--- src/core/amp_ctl_consts.svh ---
`ifndef AMP_CTL_CONSTS_SVH
`define AMP_CTL_CONSTS_SVH

// frame layout: 4 address bits then 8 data bits
`define FRAME_BITS      12
`define ADDR_BITS       4
`define DATA_BITS       8
`define ADDR_POWER_GAIN 4'h0
`define ADDR_INIT       4'h1
// power/gain field positions
`define POWER_CODE_HI   7
`define POWER_CODE_LO   6
`define GAIN_CODE_HI    5
`define GAIN_CODE_LO    0
// recommended defaults, used as reset values
`define POWER_CODE_RST  2'h3
`define GAIN_CODE_RST   6'h3F
`define INIT_RST        8'hFF
// gain in dB = gain code minus this offset (63 -> 36 dB)
`define GAIN_DB_OFFSET  27
// power-up wait before first write
`define POWERUP_WAIT_US 100
`define POWERUP_WAIT_CYC ((`POWERUP_WAIT_US * 1000 + 9) / 10)
// link clock divider: half period in system cycles (80 ns)
`define LINK_HALF_CYC   8
// control register offsets of the controller end
`define CTL_REG_CMD     4'h0
`define CTL_REG_STATUS  4'h1
`define CTL_REG_TRANSMIT_ENABLE    4'h2

`endif

--- src/core/amp_ctl_pkg.sv ---
`default_nettype none
package amp_ctl_pkg;
  typedef enum logic [1:0] {
    CTL_IDLE  = 2'b00,
    CTL_SHIFT = 2'b01,
    CTL_END   = 2'b10
  } ctl_state_t;
endpackage
`default_nettype wire

--- src/core/amp_link_if.sv ---
`timescale 1ns/1ns
`default_nettype none
// three-wire write-only control link plus transmit enable
interface amp_link_if;
  logic sclk;
  logic sdata;
  logic sel_n;
  logic transmit_enable;
  modport ctrl (output sclk, output sdata, output sel_n, output transmit_enable);
  modport amp  (input sclk, input sdata, input sel_n, input transmit_enable);
endinterface
`default_nettype wire

--- src/core/amp_serial_port.sv ---
`timescale 1ns/1ns
`default_nettype none
`include "amp_ctl_consts.svh"
module amp_serial_port
  import amp_ctl_pkg::*;
(
  input  wire logic       mclk_in,          // system clock 100 MHz
  input  wire logic       sys_rst_in,       // sync reset, active high
  amp_link_if.amp         link,             // serial link from controller
  output logic [1:0]      power_code_out,   // applied power code
  output logic [5:0]      gain_code_out,    // applied gain code
  output logic signed [6:0] gain_db_out,    // typical gain in dB
  output logic [7:0]      init_value_out,   // applied init register
  output logic            init_done_out,    // init register holds zero
  output logic            transmit_on_out   // transmit mode
);
  // positions of the link pins in the synchroniser bank
  localparam int unsigned PIN_SCLK = 0;
  localparam int unsigned PIN_SEL  = 1;
  localparam int unsigned PIN_TRANSMIT_ENABLE = 2;
  localparam int unsigned PIN_SDA  = 3;
  localparam int unsigned NUM_PINS = 4;

  logic [NUM_PINS-1:0] pin_raw;        // link pins as they arrive
  logic [NUM_PINS-1:0] pin_meta_q;     // first synchroniser stage
  logic [NUM_PINS-1:0] pin_sync_q;     // second stage, the only one read
  logic                sclk_sync;      // synchronised link clock
  logic                sel_n_sync;     // synchronised select, active low
  logic                transmit_enable_sync;      // synchronised transmit enable
  logic                sda_sync;       // synchronised serial data
  logic                sclk_d1_q;      // link clock one cycle back
  logic                sel_n_d1_q;     // select one cycle back
  logic                sclk_rise;      // take one bit
  logic                sel_rise;       // frame closed
  logic [11:0]         shift_q;        // assembled frame, msb first
  logic [3:0]          count_q;        // bits seen in this frame
  logic                frame_full;     // exactly twelve bits seen
  logic [3:0]          frame_addr;     // address field of the frame
  logic [7:0]          frame_data;     // data field of the frame
  logic                hit_pg;         // closed frame aims at power/gain
  logic                hit_init;       // closed frame aims at init
  logic [7:0]          pend_pg_q;      // power/gain waiting to apply
  logic [7:0]          pend_init_q;    // init waiting to apply
  logic                pend_pg_v_q;    // apply power/gain this cycle
  logic                pend_init_v_q;  // apply init this cycle
  logic signed [6:0]   gain_db_next;   // typical gain of the pending code

  // pins gathered in a fixed order
  assign pin_raw = {link.sdata, link.transmit_enable, link.sel_n, link.sclk};

  // two flops per pin; the first stage may be metastable, so nothing else reads it
  always_ff @(posedge mclk_in) begin
    pin_meta_q <= pin_raw;
    pin_sync_q <= pin_meta_q;
  end

  // named views of the second stage
  assign sclk_sync  = pin_sync_q[PIN_SCLK];
  assign sel_n_sync = pin_sync_q[PIN_SEL];
  assign transmit_enable_sync  = pin_sync_q[PIN_TRANSMIT_ENABLE];
  assign sda_sync   = pin_sync_q[PIN_SDA];

  // edge history; reset to the idle levels of the pins
  // so that no false edge follows reset
  always_ff @(posedge mclk_in) begin
    if (sys_rst_in) begin
      sclk_d1_q  <= 1'b0;
      sel_n_d1_q <= 1'b1;
    end else begin
      sclk_d1_q  <= sclk_sync;
      sel_n_d1_q <= sel_n_sync;
    end
  end

  // a bit is taken only on a clock rise while selected
  assign sclk_rise = sclk_sync & ~sclk_d1_q & ~sel_n_sync;
  assign sel_rise  = sel_n_sync & ~sel_n_d1_q;

  // frame assembly, msb first; cleared while deselected
  always_ff @(posedge mclk_in) begin
    if (sys_rst_in || sel_n_sync) begin
      shift_q <= 12'h000;
    end else if (sclk_rise) begin
      shift_q <= {shift_q[10:0], sda_sync};
    end
  end

  // bit counter saturates so an overlong frame never wraps back to twelve
  always_ff @(posedge mclk_in) begin
    if (sys_rst_in || sel_n_sync) begin
      count_q <= 4'h0;
    end else if (sclk_rise && count_q != 4'hF) begin
      count_q <= count_q + 4'h1;
    end
  end

  // frame fields; short or long frames and unknown addresses hit nothing
  assign frame_full = (count_q == 4'(`FRAME_BITS));
  assign frame_addr = shift_q[`FRAME_BITS-1:`DATA_BITS];
  assign frame_data = shift_q[`DATA_BITS-1:0];
  assign hit_pg     = sel_rise && frame_full && (frame_addr == `ADDR_POWER_GAIN);
  assign hit_init   = sel_rise && frame_full && (frame_addr == `ADDR_INIT);

  // pending power/gain: loaded only at select rise, so codes shifted
  // in earlier never reach the amplifier in mid-frame
  always_ff @(posedge mclk_in) begin
    if (sys_rst_in) begin
      pend_pg_q <= {`POWER_CODE_RST, `GAIN_CODE_RST};
    end else if (hit_pg) begin
      pend_pg_q <= frame_data;
    end
  end

  // pending init value
  always_ff @(posedge mclk_in) begin
    if (sys_rst_in) begin
      pend_init_q <= `INIT_RST;
    end else if (hit_init) begin
      pend_init_q <= frame_data;
    end
  end

  // one-cycle apply strobe for power/gain
  always_ff @(posedge mclk_in) begin
    if (sys_rst_in) begin
      pend_pg_v_q <= 1'b0;
    end else begin
      pend_pg_v_q <= hit_pg;
    end
  end

  // one-cycle apply strobe for init
  always_ff @(posedge mclk_in) begin
    if (sys_rst_in) begin
      pend_init_v_q <= 1'b0;
    end else begin
      pend_init_v_q <= hit_init;
    end
  end

  // one decibel per code step, code 63 is 36 dB
  assign gain_db_next = 7'(pend_pg_q[`GAIN_CODE_HI:`GAIN_CODE_LO]) - 7'(`GAIN_DB_OFFSET);

  // power code applied; any power code goes with any gain code
  always_ff @(posedge mclk_in) begin
    if (sys_rst_in) begin
      power_code_out <= `POWER_CODE_RST;
    end else if (pend_pg_v_q) begin
      power_code_out <= pend_pg_q[`POWER_CODE_HI:`POWER_CODE_LO];
    end
  end

  // gain code applied
  always_ff @(posedge mclk_in) begin
    if (sys_rst_in) begin
      gain_code_out <= `GAIN_CODE_RST;
    end else if (pend_pg_v_q) begin
      gain_code_out <= pend_pg_q[`GAIN_CODE_HI:`GAIN_CODE_LO];
    end
  end

  // typical gain in dB, kept in step with the gain code
  always_ff @(posedge mclk_in) begin
    if (sys_rst_in) begin
      gain_db_out <= 7'(`GAIN_CODE_RST) - 7'(`GAIN_DB_OFFSET);
    end else if (pend_pg_v_q) begin
      gain_db_out <= gain_db_next;
    end
  end

  // init register value; reset leaves it unwritten, not zero
  always_ff @(posedge mclk_in) begin
    if (sys_rst_in) begin
      init_value_out <= `INIT_RST;
    end else if (pend_init_v_q) begin
      init_value_out <= pend_init_q;
    end
  end

  // done only once zero has really been written
  always_ff @(posedge mclk_in) begin
    if (sys_rst_in) begin
      init_done_out <= 1'b0;
    end else if (pend_init_v_q) begin
      init_done_out <= (pend_init_q == 8'h00);
    end
  end

  // transmit mode follows the synchronised enable
  always_ff @(posedge mclk_in) begin
    if (sys_rst_in) begin
      transmit_on_out <= 1'b0;
    end else begin
      transmit_on_out <= transmit_enable_sync;
    end
  end
endmodule // amp_serial_port
`default_nettype wire

--- src/flat_wrapper.sv ---
// flat-port wrapper written by rule: the top's interface ports become plain ports
module amp_serial_port_flat import amp_ctl_pkg::*;
  (mclk_in, sys_rst_in, power_code_out, gain_code_out, gain_db_out, init_value_out, init_done_out, transmit_on_out, link_sclk, link_sdata, link_sel_n, link_transmit_enable);
  amp_link_if link_i ();
  input  wire logic mclk_in;
  input  wire logic sys_rst_in;
  output logic [1:0] power_code_out;
  output logic [5:0] gain_code_out;
  output logic signed [6:0] gain_db_out;
  output logic [7:0] init_value_out;
  output logic init_done_out;
  output logic transmit_on_out;
  input wire logic [$bits(link_i.sclk)-1:0] link_sclk;
  input wire logic [$bits(link_i.sdata)-1:0] link_sdata;
  input wire logic [$bits(link_i.sel_n)-1:0] link_sel_n;
  input wire logic [$bits(link_i.transmit_enable)-1:0] link_transmit_enable;
  assign link_i.sclk = link_sclk;
  assign link_i.sdata = link_sdata;
  assign link_i.sel_n = link_sel_n;
  assign link_i.transmit_enable = link_transmit_enable;
  amp_serial_port u_core (.mclk_in(mclk_in), .sys_rst_in(sys_rst_in), .link(link_i), .power_code_out(power_code_out), .gain_code_out(gain_code_out), .gain_db_out(gain_db_out), .init_value_out(init_value_out), .init_done_out(init_done_out), .transmit_on_out(transmit_on_out));
endmodule
--- config.mk ---
export PLATFORM = sky130hd
export DESIGN_NAME = amp_serial_port_flat
export DESIGN_NICKNAME = d
export VERILOG_FILES = /design/src/core/amp_ctl_pkg.sv /design/src/core/amp_link_if.sv /design/src/core/amp_serial_port.sv /design/src/flat_wrapper.sv
export VERILOG_INCLUDE_DIRS = /design/src /design/src/core
export SDC_FILE = /design/constraint.sdc
export NUM_CORES = 1
export LEC_CHECK = 0
export ABC_AREA = 1
export BUFFER_PORTS_ARGS = -buffer_cell sky130_fd_sc_hd__buf_4
export CAP_MARGIN = 10
export CORE_AREA = 2 2 89 70
export DETAILED_ROUTE_END_ITERATION = 10
export DIE_AREA = 0 0 91 72
export MAX_ROUTING_LAYER = met4
export PLACE_DENSITY = 0.62
export SLEW_MARGIN = 10
export SYNTH_ARGS = -nofsm -noshare
export SYNTH_HDL_FRONTEND = slang
export SYNTH_SLANG_ARGS = --single-unit
--- constraint.sdc ---
create_clock -name mclk_in -period 1.2 [get_ports mclk_in]
set_input_delay 0.12 -clock mclk_in [delete_from_list [all_inputs] [get_ports mclk_in]]
set_output_delay 0.12 -clock mclk_in [all_outputs]
set_load 0.03 [all_outputs]
==> results of run 1 <==
[state kept, by name (all words and copies together) (netlist names), 2 cells and up]
name / count
u_core.init_value_out: 8
u_core.gain_db_out: 7
u_core.pin_sync_q: 4
u_core.count_q: 4
u_core.pend_pg_q: 8
u_core.power_code_out: 2
u_core.shift_q: 12
u_core.gain_code_out: 6
u_core.pend_init_q: 8
u_core.pin_meta_q: 4
[through the flow]
stage,instance area [um^2],cells,hold WS [ns]
after global routing,3516,453,0.05722
after global placement,2925,423,0.2252
after CTS,3416,450,0.04023
final,3516,453,0.05352
after detailed placement,2925,423,0.2260
after floorplan,2494,304,0.1477
[cells by family after synthesis]
family / synth area share
buffers and inverters: 0.05457
AOI/OAI and AO/OA: 0.09601
adders and majority gates: 0.01516
DFF: 0.5579
and+or+nand+nor: 0.2764
[metal layers]
metal	GRT usage	vias up
li1	-	1131
met1	0.2237	963
met2	0.2872	56
met3	0.06231	8
met4	0.06061	0
met5	-	-
[final timing paths]
kind / startpoint / end / slack, ns / cells after the start
min: sys_rst_in / u_core.pend_pg_v_q$_SDFF_PP0_ / 0.05 / 2
max reg2reg: u_core.count_q[0]$_SDFFE_PP0P_ / u_core.pend_pg_q[4]$_SDFFE_PP1P_ / -0.1 / 8
min reg2reg: u_core.pin_meta_q[0]$_DFF_P_ / u_core.pin_sync_q[0]$_DFF_P_ / 0.33 / 0
max: u_core.count_q[0]$_SDFFE_PP0P_ / u_core.pend_pg_q[4]$_SDFFE_PP1P_ / -0.1 / 8
[final cells by class]
cell class              count  area, um^2  area share
flip-flops and latches     69        1385      0.3940
multi-input cells         203        1181      0.3359
repair buffers             62       520.5      0.1480
clock buffers              11       151.4     0.04306
inverters                  25       97.59     0.02776
well taps                  78       97.59     0.02776
clock inverters             5       82.58     0.02349
[where the power goes]
group          total (uW)  leakage (uW)  switching [uW]  internal [uW]
Combinational         235      0.000958             135            101
Clock                2140      0.000108             862           1280
Sequential           2350      0.000563            25.6           2330
Total                4730       0.00163            1020           3710
[placed cells by master, fill, tap and decap left out, types with 3 or more instances in the layout]
cell type	Yosys	final
a21oi_1	14	14
buf_4	0	49
buf_6	1	6
clkbuf_8	0	11
clkinvlp_4	0	4
dfxtp_1	69	66
dfxtp_2	0	3
dlygate4sd3_1	0	4
inv_1	25	22
nand2_1	69	56
nand2_2	4	13
nand2_4	0	3
nand2_8	0	3
nand3_1	45	30
nand3_2	0	15
nor2_1	29	25
nor2_2	3	5
o211ai_1	8	8
o21ai_0	17	15
[timing repair]
action | 4_1_cts | 5_1_grt
hold buffers | 4 | 0
endpoints found under the hold margin | 4 | 0
setup endpoints to repair | 19 | 27
gates resized for setup | 32 | 23
pin swaps | 19 | 5
setup buffers | 4 | 3
gates cloned | 3 | 1
==> impl_metrics.env, run 1 <==
export IMPL_crit_path_max_fanout=4
export IMPL_wl_met2_mm=2.515
export IMPL_antenna_left=0
export IMPL_grt_max_degree=17
export IMPL_grt_pass1_wl_mm=9.170
export IMPL_core_mm2=0.005645
export IMPL_synthArstFlopShare=0
export IMPL_syn_nets=313
export IMPL_synth_cell_types=21
export IMPL_routed_top_layer="met4"
export IMPL_synthCells=304
export IMPL_synth_top_area_share=0.5579
export IMPL_rsz0062_at_grt="true"
export IMPL_grt_usage=0.1829
export IMPL_vias_per_cell=4.764
export IMPL_antenna_found_initial=0
export IMPL_worst_pin_slew_ns=0.3968
export IMPL_yosys_warnings=0
export IMPL_p_leak_uw=0.001629
export IMPL_outcome="finished, violations left"
export IMPL_hpwl_mm=3.445
export IMPL_initialDrtViolationCount=93
export IMPL_start_util=0.4386
export IMPL_cp_slowest_cell="dfxtp_2"
export IMPL_drive_gt1_frac=0.3333
export IMPL_met3WireLength_um=274
export IMPL_syn_area_per_cell_um2=8.145
export IMPL_peakVddDrop_mv=0.7784
export IMPL_synthToLayoutAreaGrowth_pct=41.99
export IMPL_yosys_area_top_type="dfxtp_1"
export IMPL_total_power_uw=4731
export IMPL_cp_num_buf_inv=3
export IMPL_maxCapViolations=0
export IMPL_avgRoutedWirePerCell_um=11.91
export IMPL_violations="setup timing"
export IMPL_first_pass_iters=4
export IMPL_crit_family="buffers and inverters"
export IMPL_port_buffer_count=30
export IMPL_grt_pass1_vias=2006
export IMPL_die_h_um=72
export IMPL_synthFlopType="dfxtp_1"
export IMPL_ios=31
export IMPL_post_route_util=0.6228
export IMPL_core_rowCount=24
export IMPL_dieArea_mm2=0.006552
export IMPL_setup_tns_final_ns=-1.085
export IMPL_hold_violations=0
export IMPL_clock_skew_ns=0.003543
export IMPL_final_max_slew_viol_count=0
export IMPL_worstSkewPairLatency_ns=0.34
export IMPL_numCtsBuffers=9
export IMPL_synth_area_mm2=0.002476
export IMPL_ys_ff_latch=69
export IMPL_maxSlewHeadroom=0.7351
export IMPL_clk_path_buf_depth=2
export IMPL_startpoint_type="register"
export IMPL_p_per_area_mw_per_mm2=1345
export IMPL_cts_tree="built"
export IMPL_post_route_min_period_ns=1.299
export IMPL_worstPathArrival_ns=1.59
export IMPL_cts_root_buf="clkbuf_8"
export IMPL_clock_sinks=69
export IMPL_nets=379
export IMPL_gp_congestion=0.8161
export IMPL_htree_levels=3
export IMPL_synth_seq_area_share=0.5579
export IMPL_hp_class="in -> reg"
export IMPL_path_class="reg -> reg"
export IMPL_fin_crit_sh=1.083
export IMPL_m1WireLength_mm=2.518
export IMPL_synth_edf_count=0
export IMPL_final_fill_count=502
export IMPL_antenna_cells=0
export IMPL_routed_wirelength_mm=5.393
export IMPL_fmax_ghz=0.7696
export IMPL_die_x_um=91
export IMPL_synth_commonest_cells="dfxtp_1 (69), nand2_1 (69), nand3_1 (45), nor2_1 (29), inv_1 (25)"
export IMPL_ys_top_cells_by_area="dfxtp_1 (56%), nand2_1 (10%), nand3_1 (9.1%)"
export IMPL_cts_clk_slew_worst_paths_ns=0.07
export IMPL_crit_required_ns=1.49
export IMPL_post_place_ws_ns=-0.09529
export IMPL_slowest_delay_ns=0.32
export IMPL_grt_ovfl_total=0
export IMPL_cp_end_kind="register"
export IMPL_finalSetupViolations=16
export IMPL_crit_path_cell_trace="inv_2 > ha_4 > nand2_4 > nor3_4 > buf_6 > buf_6 > nand3_2 > nand3_2"
export IMPL_vias=2158
export IMPL_drc=0
export IMPL_fin_ws_ns=-0.09938
No activity file was read; power rests on OpenSTA's default activity.
==> run 2: changes to the inputs <==
--- a/config.mk
+++ b/config.mk
@@ -6,14 +6,14 @@
 export SDC_FILE = /design/constraint.sdc
 export NUM_CORES = 1
 export LEC_CHECK = 0
-export ABC_AREA = 1
+export ABC_AREA = 0
 export BUFFER_PORTS_ARGS = -buffer_cell sky130_fd_sc_hd__buf_4
 export CAP_MARGIN = 10
-export CORE_AREA = 2 2 89 70
+export CORE_AREA = 2 2 90 70
 export DETAILED_ROUTE_END_ITERATION = 10
-export DIE_AREA = 0 0 91 72
+export DIE_AREA = 0 0 92 72
 export MAX_ROUTING_LAYER = met4
-export PLACE_DENSITY = 0.62
+export PLACE_DENSITY = 0.63
 export SLEW_MARGIN = 10
 export SYNTH_ARGS = -nofsm -noshare
 export SYNTH_HDL_FRONTEND = slang
==> impl_metrics.env, run 2 <==
export IMPL_final_common_cell="dfxtp_1"
export IMPL_largest_reg_flops=12
export IMPL_startpoint_type="register"
export IMPL_fin_ws_ns=-0.1875
export IMPL_gp_congestion=0.7632
export IMPL_cp_startpoint="u_core.count_q[1]$_SDFFE_PP0P_"
export IMPL_post_route_util=0.5906
export IMPL_final_cell_mix="dfxtp_1 (61), buf_4 (56), nor2_1 (33)"
export IMPL_regMostFlops="u_core.shift_q"
export IMPL_vias_per_cell=4.840
export IMPL_numCtsBuffers=9
export IMPL_clk_path_buf_depth=2
export IMPL_synth_edf_count=0
export IMPL_post_route_min_period_ns=1.388
export IMPL_cp_end_kind="register"
export IMPL_clock_skew_ns=0.009268
export IMPL_die_h_um=72
export IMPL_cts_tree="built"
export IMPL_synthFlopType="dfxtp_1"
export IMPL_rr_startpoint="u_core.count_q[1]$_SDFFE_PP0P_"
export IMPL_ff2ff_path_depth=6
export IMPL_nets=320
export IMPL_finalSetupViolations=19
export IMPL_violations="setup timing"
export IMPL_maxSlewHeadroom=0.7997
export IMPL_worstSkewPairLatency_ns=0.34
export IMPL_yosys_area_top_type="dfxtp_1"
export IMPL_ff2ff_setup_slack_ns=-0.19
export IMPL_worstPathArrival_ns=1.60
export IMPL_maxCapViolations=0
export IMPL_final_max_slew_viol_count=0
export IMPL_initialDrtViolationCount=84
export IMPL_p_leak_uw=0.001337
export IMPL_htree_levels=3
export IMPL_hold_violations=0
export IMPL_routed_wirelength_mm=5.024
export IMPL_drc=0
export IMPL_antenna_left=0
export IMPL_ios=31
export IMPL_final_fill_count=506
export IMPL_synthToLayoutAreaGrowth_pct=34.11
export IMPL_avgRoutedWirePerCell_um=12.75
export IMPL_core_rowCount=24
export IMPL_crit_path_max_fanout=8
export IMPL_grt_max_degree=42
export IMPL_grt_pass1_wl_mm=8.714
export IMPL_synth_area_mm2=0.002512
export IMPL_fin_crit_sh=1.156
export IMPL_cp_endpoint="u_core.pend_pg_q[5]$_SDFFE_PP1P_"
export IMPL_grt_ovfl_total=0
export IMPL_drive_gt1_frac=0.3386
export IMPL_synth_seq_area_share=0.5498
export IMPL_peakVddDrop_mv=0.7581
export IMPL_grt_usage=0.1756
export IMPL_synth_commonest_cells="dfxtp_1 (69), nor2_1 (33), nor2b_1 (20), nand2_1 (18), mux2i_1 (17)"
export IMPL_vias=1907
export IMPL_ys_ff_latch=69
export IMPL_yosysMostFrequentCell="dfxtp_1"
export IMPL_antenna_found_initial=0
export IMPL_port_buffer_count=30
export IMPL_syn_nets=259
export IMPL_hp_class="in -> reg"
export IMPL_first_pass_iters=4
export IMPL_hpwl_mm=3.523
export IMPL_start_util=0.4404
export IMPL_outcome="finished, violations left"
export IMPL_grt_pass1_vias=1891
export IMPL_ys_top_cells_by_area="dfxtp_1 (55%), mux2i_1 (6.8%), nor2b_1 (5.0%)"
export IMPL_clock_sinks=69
export IMPL_synthArstFlopShare=0
export IMPL_rsz0062_at_grt="true"
export IMPL_setup_tns_final_ns=-1.710
export IMPL_crit_required_ns=1.41
export IMPL_dieArea_mm2=0.006624
export IMPL_synth_top_area_share=0.5498
export IMPL_core_mm2=0.005705
export IMPL_path_class="reg -> reg"
export IMPL_worst_pin_slew_ns=0.3001
export IMPL_r2r_end="u_core.pend_pg_q[5]$_SDFFE_PP1P_"
export IMPL_syn_area_per_cell_um2=10.05
export IMPL_fmax_ghz=0.7207
export IMPL_synth_cell_types=37
export IMPL_die_x_um=92
export IMPL_yosys_warnings=0
export IMPL_p_per_area_mw_per_mm2=1306
export IMPL_synthCells=250
export IMPL_cts_root_buf="clkbuf_8"
export IMPL_cts_clk_slew_worst_paths_ns=0.07
export IMPL_antenna_cells=0
## run 2: cell types whose count changed after synthesis, sizes merged, moves of 3 or more
cell,change
nand2,-55
nand3,-43
inv,-22
nor2b,+20
mux2i,+17
a211o,+13
o21ai,-13
o211ai,-7
nand2b,+5
o221a,+4
xor2,+3
## run 2: layer usage
| metal | wire [um] | vias up | part of all wire | track usage |
|---|---|---|---|---|
| met3 | 210 | 9 | 0.042 | 0.05919 |
| met1 | 2482 | 884 | 0.49 | 0.2170 |
| met2 | 2248 | 28 | 0.45 | 0.2655 |
| met4 | 82 | 0 | 0.016 | 0.07463 |
| met5 | 0 | - | 0 | - |
| li1 | - | 986 | - | - |
## run 2: timing repair
action	in CTS	in global routing
endpoints found under the hold margin	4	0
buffers inserted	0	0
hold buffers	4	0
pin swaps	3	1
endpoints found under the setup margin	20	36
resized for setup	10	9
## run 2: worst min-delay path by stage
stage / end / slack, ns / depth (start not counted) / from
CTS: u_core.sclk_d1_q$_SDFF_PP0_ / 0.07 / 2 / sys_rst_in
finish: u_core.sclk_d1_q$_SDFF_PP0_ / 0.07 / 2 / sys_rst_in
global placement: u_core.pin_meta_q[0]$_DFF_P_ / 0.22 / 1 / link_sclk
global route: u_core.sclk_d1_q$_SDFF_PP0_ / 0.06 / 2 / sys_rst_in
floorplan: u_core.pin_meta_q[0]$_DFF_P_ / 0.15 / 0 / link_sclk
detailed placement: u_core.pin_meta_q[0]$_DFF_P_ / 0.23 / 1 / link_sclk
## run 2: kinds of logic after synthesis
| logic type | count (synthesis) | synth area share |
|---|---|---|
| and+or+nand+nor | 96 | 0.1992 |
| muxes | 17 | 0.06773 |
| AOI/OAI and AO/OA | 46 | 0.1315 |
| adders and majority gates | 3 | 0.01494 |
| buffers and inverters | 16 | 0.02639 |
| xor gates and xnor gates | 3 | 0.01046 |
| DFF | 69 | 0.5498 |
## run 2: per-stage QoR
stage / power, uW / hold slack (ns) / setup WS, ns / instances / instance area [um^2]
2_1_floorplan: 2460 / 0.1477 / -0.07070 / 250 / 2530
3_3_place_gp: 2524 / 0.2245 / -0.1193 / 374 / 3047
3_5_place_dp: 2525 / 0.2260 / -0.1682 / 374 / 3047
4_1_cts: 4451 / 0.06647 / -0.1735 / 394 / 3329
5_1_grt: 4573 / 0.06440 / -0.2291 / 394 / 3369
6_report: 4400 / 0.07426 / -0.1875 / 394 / 3369
## run 2: power by group
part | total, uW | internal, uW | switching (uW)
combinational | 159 | 72.2 | 87.2
clock | 1920 | 1070 | 844
sequential | 2330 | 2310 | 12.9
total | 4400 | 3460 | 944
## run 2: cell type report
cell class | count | area (um^2) | area share
flip-flops and latches | 69 | 1394 | 0.4137
multi-input cells | 165 | 1136 | 0.3372
repair buffers | 63 | 520.5 | 0.1545
clock buffers | 11 | 151.4 | 0.04493
well taps | 78 | 97.59 | 0.02896
clock inverters | 5 | 58.81 | 0.01745
inverters | 3 | 11.26 | 0.003342
## run 2: worst max-delay path: stages (launching register included)
cell and delay, ns:
dfxtp_2 0.35, inv_2 0.05, ha_4 0.14, and4bb_2 0.23
and3b_2 0.22, buf_12 0.15, mux2i_2 0.14
